--- config.mk ---
export PLATFORM = sky130hd
export DESIGN_NAME = led_matrix_control_registers
export DESIGN_NICKNAME = d
export VERILOG_FILES = /design/src/led_matrix_pkg.sv /design/src/spread_modulator.sv /design/src/led_matrix_control_registers.sv
export SDC_FILE = /design/constraint.sdc
export NUM_CORES = 1
export LEC_CHECK = 0
export BUFFER_PORTS_ARGS = -buffer_cell sky130_fd_sc_hd__buf_2
export CORE_UTILIZATION = 60
export CTS_BUF_LIST = sky130_fd_sc_hd__clkbuf_8 sky130_fd_sc_hd__clkbuf_16
export CTS_CLUSTER_SIZE = 12
export DETAILED_ROUTE_END_ITERATION = 6
export PLACE_DENSITY = 0.83
export SKIP_LAST_GASP = 1
export SLEW_MARGIN = 25
export SYNTH_ARGS = -nofsm -noshare
export SYNTH_HDL_FRONTEND = slang
export SYNTH_SLANG_ARGS = --single-unit
export TNS_END_PERCENT = 50
--- constraint.sdc ---
create_clock -name clock -period 8.8 [get_ports clock]
set_input_delay 1.32 -clock clock [delete_from_list [all_inputs] [get_ports clock]]
set_output_delay 1.32 -clock clock [all_outputs]
set_load 0.05 [all_outputs]
--- src/led_matrix_pkg.sv ---
// package: register map, field layout, reset values and timing of the led matrix control bank
package led_matrix_pkg;

  // ==========================================================================
  // register map
  localparam logic [7:0] ADDR_CONFIG      = 8'h60;
  localparam logic [7:0] ADDR_GLOBAL_CURRENT = 8'h61;
  localparam logic [7:0] ADDR_PULL        = 8'h62;
  localparam logic [7:0] ADDR_SCAN        = 8'h63;
  localparam logic [7:0] ADDR_SPREAD      = 8'h64;
  localparam logic [7:0] ADDR_DETECT      = 8'h65;
  localparam logic [7:0] ADDR_FAULT0      = 8'h66;
  localparam logic [7:0] ADDR_FAULT1      = 8'h67;
  localparam logic [7:0] ADDR_FAULT2      = 8'h68;
  localparam logic [7:0] ADDR_SOFT_RESET  = 8'hdf;
  localparam logic [7:0] ADDR_UPDATE      = 8'hfd;
  localparam logic [7:0] ADDR_PAGE_SEL    = 8'hfe;
  localparam logic [7:0] ADDR_PAGE_UNLOCK = 8'hff;

  // ==========================================================================
  // key values and defaults
  localparam logic [7:0] SOFT_RESET_KEY  = 8'hae;
  localparam logic [7:0] UPDATE_KEY      = 8'h00;
  localparam logic [7:0] PAGE_UNLOCK_KEY = 8'hc5;
  localparam logic [7:0] REG_DEFAULT     = 8'h00;
  localparam logic [1:0] PAGE_CTRL       = 2'd1;

  // ==========================================================================
  // field layout
  typedef struct packed {
    logic [3:0] row_scan_select;
    logic       rsvd;
    logic [1:0] dimming_resolution_sel;
    logic       sw_shutdown_ctl;
  } matrix_config_t;

  typedef struct packed {
    logic       sink_phase_select;
    logic [2:0] row_pulldown_level;
    logic       rsvd;
    logic [2:0] column_pullup_level;
  } pull_select_t;

  typedef struct packed {
    logic       random_scan_enable;
    logic       rsvd6;
    logic [1:0] low_current_mode;
    logic       rsvd3;
    logic [2:0] scan_rate_select;
  } scan_rate_t;

  typedef struct packed {
    logic [2:0] rsvd;
    logic       spread_enable;
    logic [1:0] spread_range;
    logic [1:0] spread_period;
  } spread_t;

  typedef struct packed {
    logic [1:0] detect_type;
    logic [1:0] rsvd;
    logic [3:0] detect_row_select;
  } detect_t;

  // ==========================================================================
  // decoded drive settings for the analog and scan blocks
  typedef struct packed {
    logic        outputs_on;
    logic [11:0] row_enable;
    logic [3:0]  row_group_count;
    logic [2:0]  row_group_size;
    logic [1:0]  dimming_resolution_sel;
    logic [7:0]  global_current_level;
    logic        sink_phase_select;
    logic [2:0]  row_pulldown_level;
    logic [2:0]  column_pullup_level;
    logic        random_scan_active;
    logic        sink_scale_half;
    logic        amp_disable;
    logic [3:0]  scan_rate_shift;
    logic        spread_active;
    logic [1:0]  spread_range;
    logic [1:0]  spread_period;
    logic        detect_enable;
    logic        detect_short;
    logic [3:0]  detect_row_select;
  } drive_t;

  typedef enum logic [1:0] {DET_OFF, DET_OPEN, DET_SHORT} detect_mode_t;

  // ==========================================================================
  // timing
  localparam int unsigned CLK_HZ           = 40_000_000;
  localparam int unsigned SPREAD_PERIOD_US [4] = '{4000, 2200, 1500, 1100};
  localparam int unsigned SCAN_BASE_HZ_62  = 24_000;
  localparam int unsigned SCAN_BASE_HZ_8   = 6_000;
  localparam int unsigned SCAN_BASE_HZ_12  = 400;

  function automatic int unsigned us_to_cycles(input int unsigned us);
    return (CLK_HZ / 1_000_000) * us;
  endfunction

endpackage

--- src/spread_modulator.sv ---
// spread-spectrum triangle modulator for the scan clock
`timescale 1ns/1ps
module spread_modulator
  import led_matrix_pkg::*;
#(
  parameter int unsigned STEP_BITS = 8
) (
  input  wire logic                 clock,
  input  wire logic                 rst_n,
  input  wire logic                 active,
  input  wire logic [1:0]           period_sel,
  output logic      [STEP_BITS-1:0] offset,
  output logic                      falling
);

  if (STEP_BITS < 2 || STEP_BITS > 16) begin : g_bad_steps
    $error("spread_modulator: bad STEP_BITS");
  end

  typedef struct packed {
    logic [23:0]          tick_cnt;
    logic [STEP_BITS-1:0] offset;
    logic                 falling;
  } mod_state_t;

  mod_state_t s_r, s_nxt;
  logic [23:0] tick_len;

  // one step lasts period / (2 * 2^STEP_BITS)
  always_comb begin
    tick_len = 24'(us_to_cycles(SPREAD_PERIOD_US[period_sel]) >> (STEP_BITS + 1));
    if (tick_len == 24'h000000) tick_len = 24'h000001;
  end

  always_comb begin
    s_nxt = s_r;
    if (!active) begin
      s_nxt = '0;
    end else if (s_r.tick_cnt + 24'h000001 >= tick_len) begin
      s_nxt.tick_cnt = '0;
      if (!s_r.falling) begin
        if (&s_r.offset) s_nxt.falling = 1'b1;
        else s_nxt.offset = s_r.offset + 1'b1;
      end else begin
        if (s_r.offset == '0) s_nxt.falling = 1'b0;
        else s_nxt.offset = s_r.offset - 1'b1;
      end
    end else begin
      s_nxt.tick_cnt = s_r.tick_cnt + 24'h000001;
    end
  end

  always_ff @(posedge clock or negedge rst_n) begin
    if (!rst_n) s_r <= '0;
    else s_r <= s_nxt;
  end

  assign offset  = s_r.offset;
  assign falling = s_r.falling;

endmodule

--- src/led_matrix_control_registers.sv ---
// control and status register bank of the led matrix scan driver
`timescale 1ns/1ps
module led_matrix_control_registers
  import led_matrix_pkg::*;
#(
  parameter int unsigned SINKS     = 18,
  parameter int unsigned SPREAD_BITS = 8
) (
  input  wire logic              clock,
  input  wire logic              rst_n,
  input  wire logic              hw_shutdown_pin,
  input  wire logic              reg_wr,
  input  wire logic              reg_rd,
  input  wire logic [7:0]        reg_addr,
  input  wire logic [7:0]        reg_wdata,
  output logic      [7:0]        reg_rdata,
  output logic      [1:0]        page_r_out,
  input  wire logic [SINKS-1:0]  fault_in,
  input  wire logic              fault_valid,
  output drive_t                 drive,
  output logic                   duty_update_pulse,
  output logic      [SPREAD_BITS-1:0] spread_offset
);

  if (SINKS != 18) begin : g_bad_sinks
    $error("led_matrix_control_registers: SINKS must be 18");
  end
  if (SPREAD_BITS < 2 || SPREAD_BITS > 16) begin : g_bad_spread
    $error("led_matrix_control_registers: bad SPREAD_BITS");
  end

  // ==========================================================================
  // state
  typedef struct packed {
    matrix_config_t cfg;
    logic [7:0]     global_current;
    pull_select_t   pull;
    scan_rate_t     scan;
    spread_t        spread;
    detect_t        detect;
    logic [17:0]    fault;
    logic [1:0]     page;
    logic [7:0]     page_unlock_key;
    logic [7:0]     rdata;
    logic           update_pulse;
    drive_t         drive;
    logic [SPREAD_BITS-1:0] spread_q;
  } bank_state_t;

  bank_state_t s_r, s_nxt;
  detect_mode_t det_mode;
  logic         spread_on;
  logic [SPREAD_BITS-1:0] spread_raw;

  function automatic logic [11:0] row_mask(input logic [3:0] code);
    logic [11:0] m;
    m = 12'hfff;
    if (code <= 4'd10) m = 12'hfff >> code;
    else if (code == 4'd12) m = 12'h3ff; // five pairs, top two rows idle
    return m;
  endfunction

  function automatic logic [3:0] row_groups(input logic [3:0] code);
    logic [3:0] g;
    g = 4'd12 - code;
    if (code >= 4'd11) g = 4'd6 - (code - 4'd11);
    return g;
  endfunction

  function automatic logic [2:0] group_size(input logic [3:0] code);
    logic [2:0] z;
    unique case (code)
      4'd11, 4'd12: z = 3'd2;
      4'd13:        z = 3'd3;
      4'd14:        z = 3'd4;
      4'd15:        z = 3'd6;
      default:      z = 3'd1;
    endcase
    return z;
  endfunction

  function automatic logic [7:0] pad6(input logic [5:0] v);
    return {2'b00, v};
  endfunction

  // ==========================================================================
  // detect mode decode
  always_comb begin
    unique case (s_r.detect.detect_type)
      2'b10:   det_mode = DET_OPEN;
      2'b11:   det_mode = DET_SHORT;
      default: det_mode = DET_OFF;
    endcase
  end

  assign spread_on = s_r.spread.spread_enable && (s_r.scan.scan_rate_select <= 3'd3);

  spread_modulator #(
    .STEP_BITS (SPREAD_BITS)
  ) u_spread (
    .clock      (clock),
    .rst_n      (rst_n),
    .active     (spread_on),
    .period_sel (s_r.spread.spread_period),
    .offset     (spread_raw),
    .falling    ()
  );

  // ==========================================================================
  // register access and decode
  always_comb begin
    logic page1;
    page1 = (s_r.page == PAGE_CTRL);
    s_nxt = s_r;
    s_nxt.update_pulse = 1'b0;

    // fault capture while detection runs
    if (det_mode != DET_OFF && fault_valid) s_nxt.fault = fault_in;

    // register reads; write-only and unmapped read zero
    s_nxt.rdata = 8'h00;
    if (reg_rd) begin
      if (reg_addr == ADDR_PAGE_SEL) s_nxt.rdata = {6'h00, s_r.page};
      else if (reg_addr == ADDR_PAGE_UNLOCK) s_nxt.rdata = s_r.page_unlock_key;
      else if (page1) begin
        unique case (reg_addr)
          ADDR_CONFIG: s_nxt.rdata = s_r.cfg;
          ADDR_GLOBAL_CURRENT: s_nxt.rdata = s_r.global_current;
          ADDR_PULL:   s_nxt.rdata = s_r.pull;
          ADDR_SCAN:   s_nxt.rdata = s_r.scan;
          ADDR_SPREAD: s_nxt.rdata = s_r.spread;
          ADDR_DETECT: s_nxt.rdata = s_r.detect;
          ADDR_FAULT0: s_nxt.rdata = pad6(s_r.fault[5:0]);
          ADDR_FAULT1: s_nxt.rdata = pad6(s_r.fault[11:6]);
          ADDR_FAULT2: s_nxt.rdata = pad6(s_r.fault[17:12]);
          default:     s_nxt.rdata = 8'h00;
        endcase
      end
    end

    // register writes; accepted even in hardware shutdown, except the update key write
    if (reg_wr) begin
      if (reg_addr == ADDR_PAGE_UNLOCK) begin
        s_nxt.page_unlock_key = reg_wdata;
      end else if (reg_addr == ADDR_PAGE_SEL) begin
        if (s_r.page_unlock_key == PAGE_UNLOCK_KEY) begin
          s_nxt.page = reg_wdata[1:0];
          s_nxt.page_unlock_key = 8'h00;
        end
      end else if (page1) begin
        unique case (reg_addr)
          ADDR_CONFIG: s_nxt.cfg = matrix_config_t'(reg_wdata & 8'hf7);
          ADDR_GLOBAL_CURRENT: s_nxt.global_current = reg_wdata;
          ADDR_PULL:   s_nxt.pull = pull_select_t'(reg_wdata & 8'hf7);
          ADDR_SCAN:   s_nxt.scan = scan_rate_t'(reg_wdata & 8'hb7);
          ADDR_SPREAD: s_nxt.spread = spread_t'(reg_wdata & 8'h1f);
          ADDR_DETECT: s_nxt.detect = detect_t'(reg_wdata & 8'hcf);
          ADDR_UPDATE: begin
            if (reg_wdata == UPDATE_KEY && hw_shutdown_pin && s_r.cfg.sw_shutdown_ctl)
              s_nxt.update_pulse = 1'b1;
          end
          ADDR_SOFT_RESET: begin
            if (reg_wdata == SOFT_RESET_KEY) begin
              s_nxt.cfg            = '0;
              s_nxt.global_current = REG_DEFAULT;
              s_nxt.pull           = '0;
              s_nxt.scan           = '0;
              s_nxt.spread         = '0;
              s_nxt.detect         = '0;
              s_nxt.fault          = '0;
              s_nxt.page           = '0;
              s_nxt.page_unlock_key = REG_DEFAULT;
            end
          end
          default: ;
        endcase
      end
    end

    // drive decode from registered settings
    s_nxt.drive.outputs_on = s_r.cfg.sw_shutdown_ctl && hw_shutdown_pin;
    s_nxt.drive.row_enable = row_mask(s_r.cfg.row_scan_select);
    s_nxt.drive.row_group_count = row_groups(s_r.cfg.row_scan_select);
    s_nxt.drive.row_group_size = group_size(s_r.cfg.row_scan_select);
    s_nxt.drive.dimming_resolution_sel = s_r.cfg.dimming_resolution_sel;
    s_nxt.drive.global_current_level = s_r.global_current;
    s_nxt.drive.sink_phase_select = s_r.pull.sink_phase_select;
    s_nxt.drive.row_pulldown_level = s_r.pull.row_pulldown_level;
    s_nxt.drive.column_pullup_level = s_r.pull.column_pullup_level;
    s_nxt.drive.random_scan_active = s_r.scan.random_scan_enable &&
      (row_groups(s_r.cfg.row_scan_select) == 4'd12 ||
       row_groups(s_r.cfg.row_scan_select) == 4'd8);
    s_nxt.drive.sink_scale_half = s_r.scan.low_current_mode[0];
    s_nxt.drive.amp_disable = s_r.scan.low_current_mode[1];
    // halving count relative to the mode base rate
    s_nxt.drive.scan_rate_shift = {1'b0, s_r.scan.scan_rate_select};
    s_nxt.drive.spread_active = spread_on;
    s_nxt.drive.spread_range = s_r.spread.spread_range;
    s_nxt.drive.spread_period = s_r.spread.spread_period;
    s_nxt.drive.detect_enable = (det_mode != DET_OFF);
    s_nxt.drive.detect_short = (det_mode == DET_SHORT);
    s_nxt.drive.detect_row_select = s_r.detect.detect_row_select;
    // offset held at zero while idle
    s_nxt.spread_q = spread_on ? spread_raw : '0;
  end

  // ==========================================================================
  // state register
  always_ff @(posedge clock or negedge rst_n) begin
    if (!rst_n) s_r <= '0;
    else s_r <= s_nxt;
  end

  // ==========================================================================
  // outputs
  assign reg_rdata         = s_r.rdata;
  assign page_r_out        = s_r.page;
  assign drive             = s_r.drive;
  assign duty_update_pulse = s_r.update_pulse;
  assign spread_offset     = s_r.spread_q;

endmodule

# Yosys cells after proc, flatten, opt, wreduce, memory -nomap -nowiden
# Cells that the tools add are included.
# classes
n_addsub,6
n_eq_ne,32
bitwise_logic,3
shifts,1
mux,45
n_lt_le_gt_ge,5
n_reduce_logical,34
n_mul,1
# op_table
op,n
case mux 8 bit (2 select lines),6
2-to-1 mux 28 bit,3
2-to-1 mux 76 bit,1
"== test 8 x 7 -> 1 bit, second input constant",9
case mux 8 bit (9 select lines),1
binary-select mux 32 bit (select 2 bit),1
2-to-1 mux 32 bit,2
2-to-1 mux 8 bit,8
"== test 8 bit, second input constant",6
AND reduction 6 bit,7
2-to-1 mux 18 bit,2
2-to-1 mux 33 bit,1
"multiplier 3 x 32 -> 29 bit, first input constant",1
"== test 4 bit, second input constant",7
"adder 24 x 1 -> 24 bit, second input constant",1
greater-or-equal comparator 24 bit,1
logical NOT 24 bit,1
2-to-1 mux 12 bit,2
2-to-1 mux 24 bit,1
2-to-1 mux 23 bit,1
2-to-1 mux 10 bit,2
2-to-1 mux 20 bit,1
nonzero test 2 bit,10
2-to-1 mux 9 bit,2
other kinds (30),50
# totals
regBits,180
wordCells,176

# Longest topological paths before layout
# logic_depth
ltp_word,11
ltp_mapped,13
ltp_nobuf,12

# By module
# A second synthesis with hierarchy kept.
# unflattened
cells_unflattened,784
hier_area_um2,8558.2
# modules_own_cells
mod,n_inst,seq_area_each_um2,cells_per_inst,area_per_inst_um2
led_matrix_control_registers,1,3453.3,563,6337.3
spread_modulator,1,825.8,221,2220.9

# Worst setup path before layout
# OpenSTA, ideal clock, no wires.
# synth_timing
path_kind,input -> register
start,in reg_addr[0]
end,reg s_r[89] (netlist bit)
cell_stages,7
path_buffers,3
t_required_ns,8.664
slack_ns,5.531
arrival_time_ns,3.132
cell_sequence,clkbuf_1 -> nand2_1 -> or3_1 -> clkbuf_1 -> nor3_1 -> clkbuf_1 -> a21oi_1
# synth_lines
element,line_no,text
from (decl),led_matrix_control_registers.sv:14,"input wire logic [7:0] reg_addr,"
to (signal assigned),led_matrix_control_registers.sv:211,else s_r <= s_nxt;
to (decl),led_matrix_control_registers.sv:50,"bank_state_t s_r, s_nxt;"

# Worst setup path after layout
# layout_timing
start,reg u_spread.s_r[9] (netlist bit)
end,"reg u_spread.s_r, in the netlist u_spread.falling"
# layout_between
elab_chain_len,3
# layout_lines
element,line_no,text
from (decl),spread_modulator.sv:26,"mod_state_t s_r, s_nxt;"
from (signal assigned),spread_modulator.sv:55,else s_r <= s_nxt;
adder 24 x 1 -> 24 bit,spread_modulator.sv:39,end else if (s_r.tick_cnt + 24'h000001 >= tick_len) begin
greater-or-equal comparator 24 bit,spread_modulator.sv:39,
!= test 2 x 1 -> 1 bit (no source line),--,
# No other way between the ends.
# A chain may end at the register's enable or synchronous reset.

==> results.py <==
metrics = {
    "floorplan": {
        "core_area_um2": 13300,
        "die_width_um": 119,
        "start_util_pct": 62.0,
        "ioPinCount": 114,
        "die_y_um": 119,
        "num_rows": 42,
        "die-area_um2": 14200,
    },
    "clock_network": {
        "root_buffer": "clkbuf_16",
        "htreeDepth": 4,
        "clkLatencyLatePin_ps": 430,
        "cts_setup_buffers": 0,
        "cts_sinks": 171,
        "cts_buffer_depth": 2,
        "cts_hold_buf": 0,
        "postCtsResizedCells": 0,
        "clkTransAtPathRegs_ps": 70,
        "tritoncts": "built",
        "numCtsBuffers": 17,
    },
    "critical_path": {
        "rrSetupSlack_ps": 5210,
        "worstPathArrival_ps": 3920,
        "worst-path-buf-inv": 0,
        "crit_type": "register to register",
        "ff2ff_path_depth": 11,
        "cp_common_cell": "ha_1",
        "rr_startpoint": "u_spread.s_r[9]$_DFF_PN0_",
        "worstSetupEndpointType": "register",
        "crit_path_max_fanout": 11,
        "reg2reg_to": "u_spread.falling$_DFFE_PN0P_",
        "slowest_delay_ps": 650,
        "path_cells": "ha_1 > nand2_1 > nor2_1 > nand3_1 > xnor2_1 > ha_1 > nor4_1 > o211ai_1 > or4b_1 > or4_4 > a221oi_2",
        "crit_slowest_cell": "or4_4",
        "crit_family": "simple AND/OR/NAND/NOR gates",
        "start_kind": "register",
        "required_ps": 9130,
    },
    "drt": {
        "first_pass_iters": 7,
        "drt-total-wl_um": 18900,
        "vias": 6224,
        "vias_per_cell": 6.13,
        "postRouteAntennaNets": 0,
        "wire_per_inst_um": 18.6,
        "dr.first_iter.drc_count": 587,
        "remaining_drc_errors": 0,
    },
    "sta": {
        "finalClockSkew_ps": 10.2,
        "hold_ws_ps": 414,
        "hold_viol_final": 0,
        "fmax_mhz": 279,
        "fin_ws_ps": 5210,
        "setup_viol": 0,
        "fin_setup_tns_ps": 0,
        "finalCritPeriodShare_pct": 40.8,
        "rsz0062_at_grt": "no",
        "finalMaxSlewViolations": 0,
        "fin_crit_ps": 3590,
        "tightest_slew_ps": 895,
        "maxSlewHeadroom_pct": 39.8,
    },
    "worst_hold_path": {
        "holdPathStages": 0,
        "min_to": "drive[28]$_DFF_PN0_",
        "hold_path_class": "register to register",
        "worstHoldStart": "s_nxt[36]$_DFFE_PN0P_",
    },
    "power_and_ir_drop": {
        "seq_power_share_pct": 50.4,
        "leakagePower_nw": 4.17,
        "clockPowerShare_pct": 45.8,
        "p_int_w": 0.00122,
        "p_switching_w": 0.000375,
        "swShare_pct": 23.4,
        "max-vdd-ir-drop_mv": 0.129,
        "powerDensity_nw_per_um2": 178,
        "power_frac_comb_pct": 3.8,
    },
    "grt": {
        "grt_pass1_vias": 5845,
        "grt_max_degree": 87,
        "grt_pass1_wl_um": 30400,
        "grt-ovfl-total": 0,
        "grt_usage_pct": 27.9,
        "antenna_found_initial": 0,
    },
    "cells_and_area": {
        "num_antenna_cells": 0,
        "area_growth_pct": 9.36,
        "nets": 894,
        "final_cell_mix": "171 x dfrtp_1, 111 x buf_2, 54 x nand2_1",
        "drive_gt1_share_pct": 20.3,
        "nFillCells": 1000,
        "multi_input_area_um2": 3200,
        "fin_cells": 1015,
        "final_common_cell": "dfrtp_1",
        "final-seq-area_um2": 4280,
    },
    "synth": {
        "synth_edf_count": 0,
        "ys.flop_type": "dfrtp_1",
        "synth_seq_cells": 171,
        "synth.distinct_cells": 66,
        "yosysSeqAreaShare_pct": 51.9,
        "post_synth_inst_count": 785,
        "syn_avg_cell_area_um2": 10.5,
        "synth_warnings": 0,
        "synth_async_sr_flop_share_pct": 100,
        "synth_area_um2": 8240,
    },
    "placement": {
        "dpl_worst_slack_ps": 5010,
        "dp_cells": 983,
        "dp_hpwl_um": 13300,
        "gp_congestion": 0.920,
        "io_buffers": 112,
    },
    "outcome": {
        "outcome": "completed",
    },
    "flow_run": {
        "cap_violations": 0,
    },
}
worst register-to-register path: cells and delay by family (launching register included):
kind / cells / cell delay, ps
flops: 1 / 420
simple gates: 6 / 1990
compound gates: 2 / 440
xor+xnor: 1 / 160
fa+ha+maj: 2 / 500
cell families after synthesis:
family                   count (synthesis)  synth area share, %
AO/OA/AOI/OAI                          179                 15.8
XOR/XNOR                                16                 1.70
adder cells (fa/ha/maj)                 28                 4.34
buffers and inverters                  143                 9.93
flip-flops                             171                 51.9
multiplexers                            11                 1.56
other                                    2               0.0912
AND/OR/NAND/NOR                        235                 14.7
state kept, by name (all words and copies together) (netlist names):
signal             flops
drive                 54
s_r                   35
s_nxt                 30
u_spread.s_r          24
reg_rdata              8
spread_offset          8
u_spread.offset        8
page_r_out             2
duty_update_pulse      1
u_spread.falling       1
power groups by stage:
stage                     logic [W]  clock network, W  registers (W)
after CTS                 0.0000607          0.000740       0.000806
final                     0.0000609          0.000732       0.000806
after floorplan           0.0000269                 0       0.000817
after global routing      0.0000682          0.000774       0.000807
after global placement    0.0000576                 0       0.000819
after detailed placement  0.0000603                 0       0.000820
worst max-delay path by stage:
stage,startpoint,to,slack [ps],depth (start not counted)
floorplan,reg_addr[0],s_r[89]$_DFF_PN0_,5530,7
global placement,reg_addr[6],s_nxt[15]$_DFFE_PN0P_,5040,8
detailed placement,reg_addr[2],s_nxt[17]$_DFFE_PN0P_,5010,8
CTS,u_spread.s_r[9]$_DFF_PN0_,u_spread.falling$_DFFE_PN0P_,5250,11
global route,u_spread.s_r[9]$_DFF_PN0_,u_spread.falling$_DFFE_PN0P_,5020,11
finish,u_spread.s_r[9]$_DFF_PN0_,u_spread.falling$_DFFE_PN0P_,5210,11
layer usage:
metal	share of wire, %	wire length (µm)	vias to the layer above	track usage [%]
li1	-	-	2811	-
met1	42	7970	3011	39.2
met2	45	8600	350	42.1
met3	9.2	1750	52	6.13
met4	3.1	592	0	11.7
met5	0	0	-	0
synth_stat cells (all sizes together), types with 3 or more instances:
cell type,count,share of area [%]
o21ai,31,1.9
or2,3,0.26
o221a,3,0.41
o22ai,8,0.61
inv,35,1.6
and3,6,0.46
nor3,16,0.97
nand2b,4,0.30
a22oi,14,1.3
clkbuf,32,1.5
or3,5,0.38
nand2,54,2.5
nor2b,9,0.68
ha,27,4.1
a211oi,4,0.36
dfrtp,171,52
nor4b,3,0.47
o2111ai,3,0.32
xnor2,12,1.3
mux2i,5,0.61
nor2,53,2.4
xor2,4,0.43
o211ai,4,0.36
a21o,4,0.36
a31oi,5,0.38
a32o,39,4.7
nand4,9,0.76
mux2,5,0.68
a21oi,45,2.7
nand3,39,2.5
nor4,6,0.46
and4,4,0.43
buf,75,6.8
and2,12,0.91
a221oi,3,0.39
or4,5,0.50
stage by stage:
stage	instance area [µm²]	util, %	total power (W)
2_1_floorplan	8290	-	0.000844
3_3_place_gp	8410	63.3	0.000877
3_5_place_dp	8410	63.3	0.000881
4_1_cts	9000	67.7	0.00161
5_1_grt	9010	67.8	0.00165
6_report	9010	67.8	0.00160
area by class of cell:
class | instances | area share, %
Inverter | 36 | 1.50
Sequential cell | 171 | 47.5
Multi-Input combinational cell | 486 | 35.5
Clock inverter | 13 | 1.53
Clock buffer | 19 | 5.03
Timing Repair Buffer | 114 | 6.50
Tap cell | 176 | 2.44
Note: power is estimated with default switching activity, not from simulation.
